$ cat src/logic/npos_pkg.sv
// Shared constants, types and register map of the NAND page sequencer host
package npos_pkg;
   // ---------------------------------------------------------------
   // Command codes
   // ---------------------------------------------------------------
   localparam logic [7:0] CMD_READ_SETUP = 8'h00;
   localparam logic [7:0] CMD_READ_GO    = 8'h30;
   localparam logic [7:0] CMD_CACHE_GO   = 8'h31;
   localparam logic [7:0] CMD_CACHE_EXIT = 8'h34;
   localparam logic [7:0] CMD_COPY_GO    = 8'h35;
   localparam logic [7:0] CMD_PROG_SETUP = 8'h80;
   localparam logic [7:0] CMD_PROG_GO    = 8'h10;
   localparam logic [7:0] CMD_RAND_IN    = 8'h85;
   localparam logic [7:0] CMD_ROUT_SETUP = 8'h05;
   localparam logic [7:0] CMD_ROUT_GO    = 8'hE0;
   localparam logic [7:0] CMD_STATUS     = 8'h70;
   // ---------------------------------------------------------------
   // Register map and status fields
   // ---------------------------------------------------------------
   localparam logic [7:0] REG_CMD    = 8'h00;
   localparam logic [7:0] REG_COL    = 8'h04;
   localparam logic [7:0] REG_ROW    = 8'h08;
   localparam logic [7:0] REG_WDATA  = 8'h0C;
   localparam logic [7:0] REG_STATUS = 8'h10;
   localparam int         ST_REFUSED = 2;
   localparam int         ST_PARITY  = 3;
   localparam logic [1:0] RESP_OKAY   = 2'h0;
   localparam logic [1:0] RESP_SLVERR = 2'h2;
   // ---------------------------------------------------------------
   // Timing and counts
   // ---------------------------------------------------------------
   localparam int CLK_MHZ     = 200;
   localparam int WE_LOW_NS   = 25;
   localparam int WE_HIGH_NS  = 15;
   localparam int WB_NS       = 100;
   localparam int LOW_CYC_I   = (WE_LOW_NS * CLK_MHZ + 999) / 1000;
   localparam int HIGH_CYC_I  = (WE_HIGH_NS * CLK_MHZ + 999) / 1000;
   localparam int WB_CYC_I    = (WB_NS * CLK_MHZ + 999) / 1000;
   localparam logic [7:0] LOW_CYC  = 8'(LOW_CYC_I < 3 ? 3 : LOW_CYC_I);
   localparam logic [7:0] HIGH_CYC = 8'(HIGH_CYC_I < 1 ? 1 : HIGH_CYC_I);
   localparam logic [7:0] WB_CYC   = 8'(WB_CYC_I < 1 ? 1 : WB_CYC_I);
   localparam logic [3:0] MAX_PARTIAL   = 4'h8;
   localparam int         COPY_ADDR_CYC = 4;
   localparam int         SEQ_DEPTH     = 8;
   // ---------------------------------------------------------------
   // Types
   // ---------------------------------------------------------------
   typedef enum logic [3:0] {
      OP_READ = 4'h0, OP_READ_NEXT = 4'h1, OP_CACHE = 4'h2, OP_CACHE_EXIT = 4'h3,
      OP_RAND_OUT = 4'h4, OP_PROG = 4'h5, OP_RAND_IN = 4'h6, OP_CONFIRM = 4'h7,
      OP_DATA_WR = 4'h8, OP_DATA_RD = 4'h9, OP_STATUS = 4'hA, OP_COPY_SRC = 4'hB,
      OP_COPY_DST = 4'hC
   } npos_op_e;
   typedef enum logic [2:0] {
      K_CMD = 3'h0, K_ADDR = 3'h1, K_WR = 3'h2, K_RD = 3'h3, K_WAIT = 3'h4
   } npos_kind_e;
   typedef struct packed {
      npos_kind_e kind;
      logic [7:0] val;
   } npos_step_s;
   typedef struct packed {
      logic       ce_b;
      logic       cle;
      logic       ale;
      logic       we_b;
      logic       re_b;
      logic       io_oe;
      logic [7:0] io_out;
   } npos_pins_s;
   localparam npos_pins_s PINS_IDLE = '{ce_b: 1'b1, cle: 1'b0, ale: 1'b0, we_b: 1'b1,
                                        re_b: 1'b1, io_oe: 1'b0, io_out: 8'h00};
endpackage

$ cat src/logic/npos_host.sv
// Host controller that drives a NAND flash through its pins, ordered over AXI4-Lite
`timescale 1ns/1ps
// Overview of operation
// RQ1: Device powers up in read mode
// RQ2: Repeat reads send only confirm code
// RQ3: Wait ready after read confirm, then stream
// RQ4: Random data output redirects output column
// RQ5: No random output during cache read
// RQ6: Cache read: setup, address, cache confirm
// RQ7: Cache read start column forced zero
// RQ8: Ready returns after cache read latency
// RQ9: Device status bits report cache progress
// RQ10: Exit cache read drops prefetched page
// RQ11: Partial program of any length accepted
// RQ12: At most eight partial programs per page
// RQ13: Program data addresses sequential, one block
// RQ14: Program confirm only after data loaded
// RQ15: Random data input: code, two columns
// RQ16: Program error only for failed zeros
// RQ17: Only status or reset while programming
// RQ18: Ready high when programming completes
// RQ19: Device stays in status mode afterwards
// RQ20: Copy-back: source read, then target program
// RQ21: Copy-back failure flagged in status
// RQ22: Copy-back pages share parity and plane
// RQ23: Fixed command codes per operation
// RQ24: Commands latched on write-enable with latch
// RQ25: Extra address cycles ignored by device
// RQ26: Copy-back buffer patchable by data input
// RQ27: Ready low during copy-back transfers
module npos_host
   import npos_pkg::*;
#(
   parameter int NUM_ADDR    = 5,
   parameter int PLANE_BIT   = 16,
   parameter bit CHECK_PLANE = 1'b0
)
(
   // Clock and reset
   input  wire logic        clock,
   input  wire logic        rst_b,
   // AXI4-Lite slave
   input  wire logic [7:0]  s_axi_awaddr,
   input  wire logic        s_axi_awvalid,
   output logic             s_axi_awready,
   input  wire logic [31:0] s_axi_wdata,
   input  wire logic [3:0]  s_axi_wstrb,
   input  wire logic        s_axi_wvalid,
   output logic             s_axi_wready,
   output logic [1:0]       s_axi_bresp,
   output logic             s_axi_bvalid,
   input  wire logic        s_axi_bready,
   input  wire logic [7:0]  s_axi_araddr,
   input  wire logic        s_axi_arvalid,
   output logic             s_axi_arready,
   output logic [31:0]      s_axi_rdata,
   output logic [1:0]       s_axi_rresp,
   output logic             s_axi_rvalid,
   input  wire logic        s_axi_rready,
   // NAND pins
   output npos_pins_s       nand_pins,
   input  wire logic [7:0]  nand_io_in,
   input  wire logic        nand_rb
);
   import npos_pkg::*;

   typedef enum logic [1:0] {S_IDLE = 2'b00, S_LOW = 2'b01, S_HIGH = 2'b11, S_WAIT = 2'b10}
      npos_state_e;

   npos_state_e             state_ff;
   npos_pins_s              pins_ff;
   npos_step_s              seq_ff [SEQ_DEPTH];
   npos_step_s              seq    [SEQ_DEPTH];
   logic [3:0]              seq_n;
   logic [3:0]              len_ff;
   logic [2:0]              idx_ff;
   logic [7:0]              cnt_ff;
   logic                    run_ff;
   logic [11:0]             col_ff;
   logic [23:0]             row_ff;
   logic [7:0]              wdata_ff;
   logic [7:0]              rdata_ff;
   logic [2:0]              rb_sync_ff;
   logic                    rb_ff;
   logic [7:0]              io_s1_ff;
   logic [7:0]              io_s2_ff;
   logic [7:0]              io_s3_ff;
   logic                    primed_ff;
   logic                    cache_ff;
   logic                    pgm_open_ff;
   logic                    loaded_ff;
   logic                    copy_src_ff;
   logic [23:0]             src_row_ff;
   logic [23:0]             part_row_ff;
   logic [3:0]              part_cnt_ff;
   logic                    refused_ff;
   logic                    parity_ff;
   logic                    aw_hold_ff;
   logic                    w_hold_ff;
   logic [7:0]              aw_addr_ff;
   logic [31:0]             w_data_ff;
   logic [3:0]              w_strb_ff;
   logic                    wr_go;
   logic                    start;
   logic                    refuse;
   logic                    par_bad;
   logic                    part_full;
   npos_op_e                op;
   logic [7:0]              abyte  [5];

   // ---------------------------------------------------------------
   // AXI4-Lite write and read channels
   // ---------------------------------------------------------------
   assign wr_go = aw_hold_ff && w_hold_ff && !s_axi_bvalid;
   assign op    = npos_op_e'(w_data_ff[3:0]);
   assign start = wr_go && aw_addr_ff == REG_CMD && w_strb_ff[0];

   always_ff @(posedge clock or negedge rst_b)
   begin
      if (!rst_b)
      begin
         aw_hold_ff    <= 1'b0;
         w_hold_ff     <= 1'b0;
         aw_addr_ff    <= 8'h00;
         w_data_ff     <= 32'h0000_0000;
         w_strb_ff     <= 4'h0;
         s_axi_awready <= 1'b1;
         s_axi_wready  <= 1'b1;
         s_axi_bvalid  <= 1'b0;
         s_axi_bresp   <= RESP_OKAY;
      end
      else
      begin
         if (s_axi_awvalid && s_axi_awready)
         begin
            aw_hold_ff    <= 1'b1;
            aw_addr_ff    <= s_axi_awaddr;
            s_axi_awready <= 1'b0;
         end
         if (s_axi_wvalid && s_axi_wready)
         begin
            w_hold_ff    <= 1'b1;
            w_data_ff    <= s_axi_wdata;
            w_strb_ff    <= s_axi_wstrb;
            s_axi_wready <= 1'b0;
         end
         if (wr_go)
         begin
            aw_hold_ff   <= 1'b0;
            w_hold_ff    <= 1'b0;
            s_axi_bvalid <= 1'b1;
            s_axi_bresp  <= (aw_addr_ff == REG_CMD || aw_addr_ff == REG_COL ||
                             aw_addr_ff == REG_ROW || aw_addr_ff == REG_WDATA ||
                             aw_addr_ff == REG_STATUS) ? RESP_OKAY : RESP_SLVERR;
         end
         if (s_axi_bvalid && s_axi_bready)
         begin
            s_axi_bvalid  <= 1'b0;
            s_axi_awready <= 1'b1;
            s_axi_wready  <= 1'b1;
         end
      end
   end

   always_ff @(posedge clock or negedge rst_b)
   begin
      if (!rst_b)
      begin
         s_axi_arready <= 1'b1;
         s_axi_rvalid  <= 1'b0;
         s_axi_rdata   <= 32'h0000_0000;
         s_axi_rresp   <= RESP_OKAY;
      end
      else if (s_axi_arvalid && s_axi_arready)
      begin
         s_axi_arready <= 1'b0;
         s_axi_rvalid  <= 1'b1;
         s_axi_rresp   <= RESP_OKAY;
         unique case (s_axi_araddr)
            REG_COL:    s_axi_rdata <= {20'h0_0000, col_ff};
            REG_ROW:    s_axi_rdata <= {8'h00, row_ff};
            REG_WDATA:  s_axi_rdata <= {24'h00_0000, wdata_ff};
            REG_STATUS: s_axi_rdata <= {8'h00, rdata_ff, 4'h0, part_cnt_ff, loaded_ff,
                                        pgm_open_ff, cache_ff, parity_ff, refused_ff,
                                        copy_src_ff, rb_ff, run_ff};
            REG_CMD:    s_axi_rdata <= 32'h0000_0000;
            default:
            begin
               s_axi_rdata <= 32'h0000_0000;
               s_axi_rresp <= RESP_SLVERR;
            end
         endcase
      end
      else if (s_axi_rvalid && s_axi_rready)
      begin
         s_axi_rvalid  <= 1'b0;
         s_axi_arready <= 1'b1;
      end
   end

   // ---------------------------------------------------------------
   // Address, column and data registers
   // ---------------------------------------------------------------
   always_ff @(posedge clock or negedge rst_b)
   begin
      if (!rst_b)
      begin
         col_ff   <= 12'h000;
         row_ff   <= 24'h00_0000;
         wdata_ff <= 8'h00;
      end
      else if (wr_go)
      begin
         if (aw_addr_ff == REG_COL && w_strb_ff[0])
            col_ff[7:0] <= w_data_ff[7:0];
         if (aw_addr_ff == REG_COL && w_strb_ff[1])
            col_ff[11:8] <= w_data_ff[11:8];
         for (int b = 0; b < 3; b++)
            if (aw_addr_ff == REG_ROW && w_strb_ff[b])
               row_ff[b*8 +: 8] <= w_data_ff[b*8 +: 8];
         if (aw_addr_ff == REG_WDATA && w_strb_ff[0])
            wdata_ff <= w_data_ff[7:0];
      end
   end

   // ---------------------------------------------------------------
   // Operation check and step list
   // ---------------------------------------------------------------
   assign par_bad   = (row_ff[0] != src_row_ff[0]) ||
                      (CHECK_PLANE && row_ff[PLANE_BIT] != src_row_ff[PLANE_BIT]); // see RQ22
   assign part_full = (row_ff == part_row_ff) && (part_cnt_ff == MAX_PARTIAL);   // see RQ12

   always_comb
   begin
      refuse = run_ff;
      unique case (op)
         OP_RAND_OUT: refuse = run_ff || cache_ff;                          // see RQ5
         OP_RAND_IN:  refuse = run_ff || !pgm_open_ff;                      // see RQ15
         OP_DATA_WR:  refuse = run_ff || !pgm_open_ff;
         OP_CONFIRM:  refuse = run_ff || !loaded_ff || part_full;           // see RQ14
         OP_COPY_DST: refuse = run_ff || !copy_src_ff || par_bad;           // see RQ22
         default:     refuse = run_ff || op > OP_COPY_DST;
      endcase
   end

   always_comb
   begin
      abyte[0] = (op == OP_CACHE) ? 8'h00 : col_ff[7:0];                  // see RQ7
      abyte[1] = (op == OP_CACHE) ? 8'h00 : {4'h0, col_ff[11:8]};
      abyte[2] = row_ff[7:0];
      abyte[3] = row_ff[15:8];
      abyte[4] = row_ff[23:16];
      for (int i = 0; i < SEQ_DEPTH; i++)
         seq[i] = '{kind: K_WAIT, val: 8'h00};
      seq_n = 4'h0;
      unique case (op)
         OP_READ, OP_READ_NEXT, OP_CACHE, OP_COPY_SRC:
         begin
            if (op == OP_READ_NEXT && primed_ff)
            begin
               seq[0] = '{kind: K_CMD, val: CMD_READ_GO};                   // see RQ2
               seq_n  = 4'h2;
            end
            else
            begin
               seq[0] = '{kind: K_CMD, val: CMD_READ_SETUP};                // see RQ23
               seq_n  = 4'h1;
               for (int i = 0; i < 5; i++)                                  // see RQ25
                  if (i < ((op == OP_COPY_SRC) ? COPY_ADDR_CYC : NUM_ADDR))
                  begin
                     seq[seq_n[2:0]] = '{kind: K_ADDR, val: abyte[i]};
                     seq_n = seq_n + 4'h1;
                  end
               seq[seq_n[2:0]] = '{kind: K_CMD, val: (op == OP_CACHE) ? CMD_CACHE_GO :
                                   (op == OP_COPY_SRC) ? CMD_COPY_GO : CMD_READ_GO}; // see RQ6
               seq_n = seq_n + 4'h2;                                        // see RQ27
            end
         end
         OP_PROG, OP_COPY_DST:
         begin
            seq[0] = '{kind: K_CMD, val: (op == OP_PROG) ? CMD_PROG_SETUP : CMD_RAND_IN};
            seq_n  = 4'h1;
            for (int i = 0; i < 5; i++)                                     // see RQ20
               if (i < ((op == OP_COPY_DST) ? COPY_ADDR_CYC : NUM_ADDR))
               begin
                  seq[seq_n[2:0]] = '{kind: K_ADDR, val: abyte[i]};
                  seq_n = seq_n + 4'h1;
               end
         end
         OP_RAND_OUT:
         begin
            seq[0] = '{kind: K_CMD, val: CMD_ROUT_SETUP};                  // see RQ4
            seq[1] = '{kind: K_ADDR, val: abyte[0]};
            seq[2] = '{kind: K_ADDR, val: abyte[1]};
            seq[3] = '{kind: K_CMD, val: CMD_ROUT_GO};
            seq_n  = 4'h4;
         end
         OP_RAND_IN:
         begin
            seq[0] = '{kind: K_CMD, val: CMD_RAND_IN};                     // see RQ15
            seq[1] = '{kind: K_ADDR, val: abyte[0]};
            seq[2] = '{kind: K_ADDR, val: abyte[1]};
            seq_n  = 4'h3;
         end
         OP_CONFIRM, OP_CACHE_EXIT:
         begin
            seq[0] = '{kind: K_CMD, val: (op == OP_CONFIRM) ? CMD_PROG_GO : CMD_CACHE_EXIT};
            seq_n  = 4'h2;                                                  // see RQ17
         end
         OP_DATA_WR:
         begin
            seq[0] = '{kind: K_WR, val: wdata_ff};                          // see RQ13
            seq_n  = 4'h1;
         end
         OP_STATUS:
         begin
            seq[0] = '{kind: K_CMD, val: CMD_STATUS};
            seq[1] = '{kind: K_RD, val: 8'h00};
            seq_n  = 4'h2;
         end
         default:
         begin
            seq[0] = '{kind: K_RD, val: 8'h00};                             // see RQ3
            seq_n  = 4'h1;
         end
      endcase
   end

   // ---------------------------------------------------------------
   // Mode tracking and sticky errors
   // ---------------------------------------------------------------
   always_ff @(posedge clock or negedge rst_b)
   begin
      if (!rst_b)
      begin
         primed_ff   <= 1'b0;
         cache_ff    <= 1'b0;
         pgm_open_ff <= 1'b0;
         loaded_ff   <= 1'b0;
         copy_src_ff <= 1'b0;
         src_row_ff  <= 24'h00_0000;
         part_row_ff <= 24'hFF_FFFF;
         part_cnt_ff <= 4'h0;
         refused_ff  <= 1'b0;
         parity_ff   <= 1'b0;
      end
      else
      begin
         if (wr_go && aw_addr_ff == REG_STATUS && w_strb_ff[0])
         begin
            refused_ff <= refused_ff && !w_data_ff[ST_REFUSED];
            parity_ff  <= parity_ff && !w_data_ff[ST_PARITY];
         end
         if (start && refuse)
         begin
            refused_ff <= 1'b1;
            if (op == OP_COPY_DST && copy_src_ff && par_bad)
               parity_ff <= 1'b1;
         end
         else if (start)
         begin
            primed_ff <= (op == OP_READ || op == OP_READ_NEXT || op == OP_DATA_RD ||
                          (op == OP_RAND_OUT && primed_ff));                 // see RQ19
            if (op == OP_CACHE)
               cache_ff <= 1'b1;
            else if (op == OP_CACHE_EXIT || op == OP_READ || op == OP_PROG)
               cache_ff <= 1'b0;                                            // see RQ10
            if (op == OP_PROG || op == OP_COPY_DST)
               pgm_open_ff <= 1'b1;
            else if (op != OP_DATA_WR && op != OP_RAND_IN && op != OP_STATUS)
               pgm_open_ff <= 1'b0;
            if (op == OP_PROG || op == OP_CONFIRM || op == OP_READ || op == OP_CACHE)
               loaded_ff <= 1'b0;
            else if (op == OP_DATA_WR || op == OP_COPY_DST)
               loaded_ff <= 1'b1;                                           // see RQ26
            if (op == OP_COPY_SRC)
            begin
               copy_src_ff <= 1'b1;
               src_row_ff  <= row_ff;
            end
            else if (op != OP_STATUS)
               copy_src_ff <= 1'b0;
            if (op == OP_CONFIRM)
            begin
               part_row_ff <= row_ff;
               part_cnt_ff <= (row_ff == part_row_ff) ? part_cnt_ff + 4'h1 : 4'h1; // see RQ12
            end
         end
      end
   end

   // ---------------------------------------------------------------
   // Pin input synchronisers
   // ---------------------------------------------------------------
   always_ff @(posedge clock or negedge rst_b)
   begin
      if (!rst_b)
      begin
         rb_sync_ff <= 3'h0;
         rb_ff      <= 1'b0;
         io_s1_ff   <= 8'h00;
         io_s2_ff   <= 8'h00;
         io_s3_ff   <= 8'h00;
      end
      else
      begin
         rb_sync_ff <= {rb_sync_ff[1:0], nand_rb};
         if (rb_sync_ff[1] == rb_sync_ff[2])
            rb_ff <= rb_sync_ff[2];
         io_s1_ff <= nand_io_in;
         io_s2_ff <= io_s1_ff;
         io_s3_ff <= io_s2_ff;
      end
   end

   // ---------------------------------------------------------------
   // Pin sequencer
   // ---------------------------------------------------------------
   always_ff @(posedge clock or negedge rst_b)
   begin
      if (!rst_b)
      begin
         state_ff <= S_IDLE;
         pins_ff  <= PINS_IDLE;
         run_ff   <= 1'b0;
         idx_ff   <= 3'h0;
         len_ff   <= 4'h0;
         cnt_ff   <= 8'h00;
         rdata_ff <= 8'h00;
         for (int i = 0; i < SEQ_DEPTH; i++)
            seq_ff[i] <= '{kind: K_WAIT, val: 8'h00};
      end
      else
      begin
         unique case (state_ff)
            S_IDLE:
            begin
               if (start && !refuse)
               begin
                  seq_ff <= seq;
                  len_ff <= seq_n;
                  idx_ff <= 3'h0;
                  run_ff <= 1'b1;
               end
               else if (run_ff)
               begin
                  pins_ff.ce_b   <= 1'b0;
                  pins_ff.io_out <= seq_ff[idx_ff].val;
                  cnt_ff         <= (seq_ff[idx_ff].kind == K_WAIT) ? WB_CYC : LOW_CYC;
                  state_ff       <= (seq_ff[idx_ff].kind == K_WAIT) ? S_WAIT : S_LOW;
                  pins_ff.cle    <= seq_ff[idx_ff].kind == K_CMD;           // see RQ24
                  pins_ff.ale    <= seq_ff[idx_ff].kind == K_ADDR;
                  pins_ff.io_oe  <= seq_ff[idx_ff].kind inside {K_CMD, K_ADDR, K_WR};
                  pins_ff.we_b   <= !(seq_ff[idx_ff].kind inside {K_CMD, K_ADDR, K_WR});
                  pins_ff.re_b   <= seq_ff[idx_ff].kind != K_RD;
               end
               else
                  pins_ff <= PINS_IDLE;
            end
            S_LOW:
            begin
               cnt_ff <= cnt_ff - 8'h01;
               if (cnt_ff == 8'h01)
               begin
                  if (!pins_ff.re_b)
                     rdata_ff <= io_s3_ff;
                  pins_ff.we_b <= 1'b1;
                  pins_ff.re_b <= 1'b1;
                  cnt_ff       <= HIGH_CYC;
                  state_ff     <= S_HIGH;
               end
            end
            S_HIGH:
            begin
               cnt_ff <= cnt_ff - 8'h01;
               if (cnt_ff == 8'h01)
               begin
                  pins_ff.cle   <= 1'b0;
                  pins_ff.ale   <= 1'b0;
                  pins_ff.io_oe <= 1'b0;
                  idx_ff        <= idx_ff + 3'h1;
                  run_ff        <= {1'b0, idx_ff} + 4'h1 < len_ff;
                  state_ff      <= S_IDLE;
               end
            end
            S_WAIT:
            begin
               if (cnt_ff != 8'h00)
                  cnt_ff <= cnt_ff - 8'h01;
               else if (rb_ff)                                              // see RQ8
               begin
                  idx_ff   <= idx_ff + 3'h1;
                  run_ff   <= {1'b0, idx_ff} + 4'h1 < len_ff;
                  state_ff <= S_IDLE;
               end
            end
         endcase
      end
   end

   assign nand_pins = pins_ff;

endmodule

$ cat config.mk
export PLATFORM = sky130hd
export DESIGN_NAME = npos_host
export DESIGN_NICKNAME = d
export VERILOG_FILES = /design/src/logic/npos_pkg.sv /design/src/logic/npos_host.sv
export SDC_FILE = /design/constraint.sdc
export NUM_CORES = 1
export LEC_CHECK = 0
export BUFFER_PORTS_ARGS = -buffer_cell sky130_fd_sc_hd__clkbuf_2
export CAP_MARGIN = 20
export CORE_MARGIN = 10
export CORE_UTILIZATION = 45
export CTS_BUF_LIST = sky130_fd_sc_hd__clkbuf_16
export CTS_CLUSTER_SIZE = 40
export DETAILED_ROUTE_END_ITERATION = 7
export PLACE_DENSITY = 0.67
export SLEW_MARGIN = 15
export SYNTH_ARGS = -nofsm -noshare
export SYNTH_HDL_FRONTEND = slang
export SYNTH_SLANG_ARGS = --single-unit
$ cat constraint.sdc
create_clock -name clock -period 5.6 [get_ports clock]
set_input_delay 1.12 -clock clock [delete_from_list [all_inputs] [get_ports clock]]
set_output_delay 1.12 -clock clock [all_outputs]
set_load 0.01 [all_outputs]
==> results <==
- Dividing the detail-routed via count by the number of cells gives 5.45.
- In the final routed layout, each cell accounts on average for around 19 um.
- The clock period minus final worst setup slack is between 3 and 4 ns.
- In this run the register-to-register setup slack is 1.75 ns.
- The startpoint identified for the worst hold timing path is io_s1_ff[7].
- In this run the worst path has a maximum fanout of 55.
- CTS saw 278 sinks.
- In the synthesized netlist the dominant register cell turns out to be dfrtp_1.
- The startpoint kind of the worst setup timing path is a flip-flop.
- The setup total negative slack is 0 ns.
- After the first detailed-routing iteration, the DRC count stood at 804.
- The synthesized flop and latch total is around 280.
- The start-to-end type of the worst setup path is reg -> reg.
- By instance count, the leading cell after synthesis is dfrtp_1.
- The initial core utilization is 45.7%.
- In this run the static leakage power is 0.00691 uW.
- The count of fill cells added during filler insertion is 2,463.
- The first detailed-routing pass took 5 iterations.
- CTS placed an instance of clkbuf_16 at the clock tree root.
- For the final database, setup skew stands at 0.0125 ns.
- The hold path depth is 0.
- The core region is 27,900 um^2.
- Synthesis produced a netlist whose cell count is 1,099.
- The die footprint is around 36,000 um^2.
- The final number of hold-violating endpoints is 0.
- The maximum achievable frequency is approximately 260 MHz.
- Sorting the synthesized cells by how often they occur yields dfrtp_1, mux2_2, nand2_1.
- The Yosys step of the flow raised 0 warnings.
- In this run the power density over the cells is between 400 and 500 nW/um^2.
- The post-cts hold buffer count is 0.
- Counting flops with a built-in enable in the synthesized netlist gives 0.
- The sort of element at the end of the critical path is a flip-flop.
- Across all layers, the routed design uses 8,673 vias.
- The number of failing setup endpoints in the final timing report is 0.
- The number of buffers added on ports is 103.
- The measured slew at the worst slew-check pin is between 1 and 1.5 ns.
- The tightest min-delay check is of the reg -> reg type.
- The insertion delay of the later-clocked pin in the worst-skew pair is approximately 0.55 ns.
- For the worst setup path, the data required time is 6.03 ns.
- The met1 global-route usage is 23.9%.
- The busiest metal layer after global routing is met2.
- The number of clock buffers added by TritonCTS is 29.
- Measured along the x axis, the die boundary spans 189 um.
- Traced cell by cell, the critical path runs through nor4bb_1 -> a21oi_1 -> a211oi_1 -> nand3_4 -> buf_4 -> mux2_4.
- The number of diodes is 0.
- The routed wire length is 30,400 um.
- In this run the mean area of a mapped cell was 11.6 um^2.
- The first-pass GRT wire length is 48,600 um.
- The cell area that synthesis handed to floorplanning was 12,800 um^2.
- The number of buffers between clock root and the deepest sink is 3.
- The max-slew violation total from the final report came to 0.
- The TritonCTS clock tree is yes.
- The library cell with the largest summed area after synthesis is dfrtp_1.
- The tool flagged a number of max-cap violations equal to 0.
- The congestion estimate from routability-driven global placement came to around 0.86.
- By area the synthesized netlist is led by dfrtp_1, mux2_2, dfstp_2.
- The number of placement rows is 61.
- The worst-case IR drop observed on VDD is 284 uV.
- Setup repair after global routing left no endpoint under its margin.
- The capturing point of the worst reg2reg path is seq_ff[57].
- The number of cells on the worst reg-to-reg path is 6.
- The via count of the first global-routing pass is about 8.6k.
- The number of antenna violations at the first check in global routing is 0.
- The routing usage on met2 is 26.5%.
- The remaining routing DRC violations is 0.
- The number of nets still failing antenna checks after routing is 0.
- For hold timing, the worst endpoint is io_s2_ff[7].
- The share of the core filled with cells in the final layout is 52.6%.
- In this run the vertical extent of the chip is 189 um.
- At the worst endpoint, the arrival time is around 4.3 ns.
- The share of flip-flops with an asynchronous set or reset after synthesis is 100%.
- The stage delay of the slowest cell on the critical path is 0.88 ns.
- The post-CTS repair timing setup buffer count is 0.
- Entering global routing, the biggest net connects between 100 and 150 pins.
- For this design the top-level I/O count stands at 123.
- Detailed placement ended at an HPWL of 21,100 um.
- The master of the slowest instance on the critical path is a211oi_1.
- In this run the number of H-tree levels came out at 1.
- In the finished design, the share of the clock period the worst path needs comes to 68.8%.
- After the last flow step, the layout net total stands at roughly 1.3k.
- The overall fraction of global-route tracks in use is 16.8%.
- The netlist uses 68 different library cells.
- The fraction of layout cells with a size suffix above 1 is 30.5%.
- After synthesis, the largest area contributor takes up 47.2% of total cell area.
- The flow ran to the end, and the final reports show no timing, DRC or antenna violations.
- The startpoint identified for the worst register-to-register timing path is w_data_ff[3].
- After synthesis, flip-flops and latches occupy a little over half of the total area.
- The clock-pin slew on the worst setup and hold paths is 0.06 ns.
- In the global route stage, met3 resource usage came out at 2.49%.
- Relative to the synthesized area, the layout overhead comes to 14.9%.
- Summed over all layers, the global routing overflow is 0.
- The number of gates resized after CTS is 0.
- The worst slew margin relative to its limit is 29.5%.
## cells in the final DEF (no fill, tap or decap), drive strengths merged, types with 37 or more instances in the layout
cell type	netlist	routed
mux2	146	146
nor2	40	40
nand2	94	94
mux2i	51	51
dfrtp	241	241
inv	61	66
a21oi	44	44
clkbuf	38	131
dfstp	37	37
o21ai	59	59
## metal layers
| metal | wire length (um) | part of all wire (%) |
|---|---|---|
| met4 | 589 | 1.9 |
| met3 | 1720 | 5.6 |
| met2 | 14200 | 47 |
| met5 | 0 | 0 |
| met1 | 13900 | 46 |
## where the power goes
group | total (uW) | internal [uW] | switching [uW] | leakage, uW
logic | 1590 | 659 | 932 | 0.00284
registers | 2700 | 2300 | 397 | 0.00356
clock network | 2080 | 1270 | 811 | 0.000513
## sequential cells by signal, indices dropped and copies added (netlist names), 8 cells and up
name         flops
aw_addr_ff       8
cnt_ff           8
col_ff          12
io_s1_ff         8
io_s2_ff         8
io_s3_ff         8
nand_pins       14
part_row_ff     24
rdata_ff         8
row_ff          24
s_axi_rdata     24
seq_ff          62
w_data_ff       24
wdata_ff         8
## worst max-delay path by stage
stage                    start              to  slack (ns)  cells after the start
3_3_place_gp      w_data_ff[3]      seq_ff[56]        2.01                      6
3_5_place_dp      w_data_ff[3]      seq_ff[58]        1.84                      6
6_report          w_data_ff[3]      seq_ff[57]        1.75                      6
2_1_floorplan  s_axi_araddr[0]  s_axi_rdata[2]        2.65                      8
4_1_cts           w_data_ff[3]      seq_ff[56]        1.84                      6
5_1_grt           w_data_ff[3]      seq_ff[56]        1.61                      6
## cell type report
cell class | count | area [um^2] | area share [%]
clock buffer | 29 | 726 | 4.94
clock inverter | 25 | 315 | 2.15
timing repair buffer | 118 | 671 | 4.57
inverter | 61 | 229 | 1.56
multi-input combinational | 702 | 5270 | 35.9
sequential | 278 | 7000 | 47.7
tap | 378 | 473 | 3.22
## logic make-up after synthesis
group                      synth area share [%]
other                                    0.0293
DFF                                        54.8
AOI/OAI and AO/OA                          9.58
muxes                                      18.0
xor gates and xnor gates                   2.06
and+or+nand+nor                            10.3
buffers and inverters                      4.33
adders and majority gates                 0.862
## critical path, delay by kind of cell, from the launching register on
kind            cells  cell delay (ns)
simple gates        2             1.00
buf+inv             1             0.47
mux                 1             0.40
flops               1             0.64
compound gates      2             1.18
## stage by stage
step                      setup slack, ns  std cells  total power [uW]  hold WS, ns  area [um^2]
after floorplan                      2.65       1108              3770        0.331        12800
after global placement               2.01       1536              4270        0.332        13600
after detailed placement             1.84       1536              4310        0.335        13600
after CTS                            1.84       1590              6400        0.347        14700
after global routing                 1.61       1591              6720        0.355        14700
final                                1.75       1591              6370        0.343        14700
Note: power is estimated with default switching activity, not from simulation.
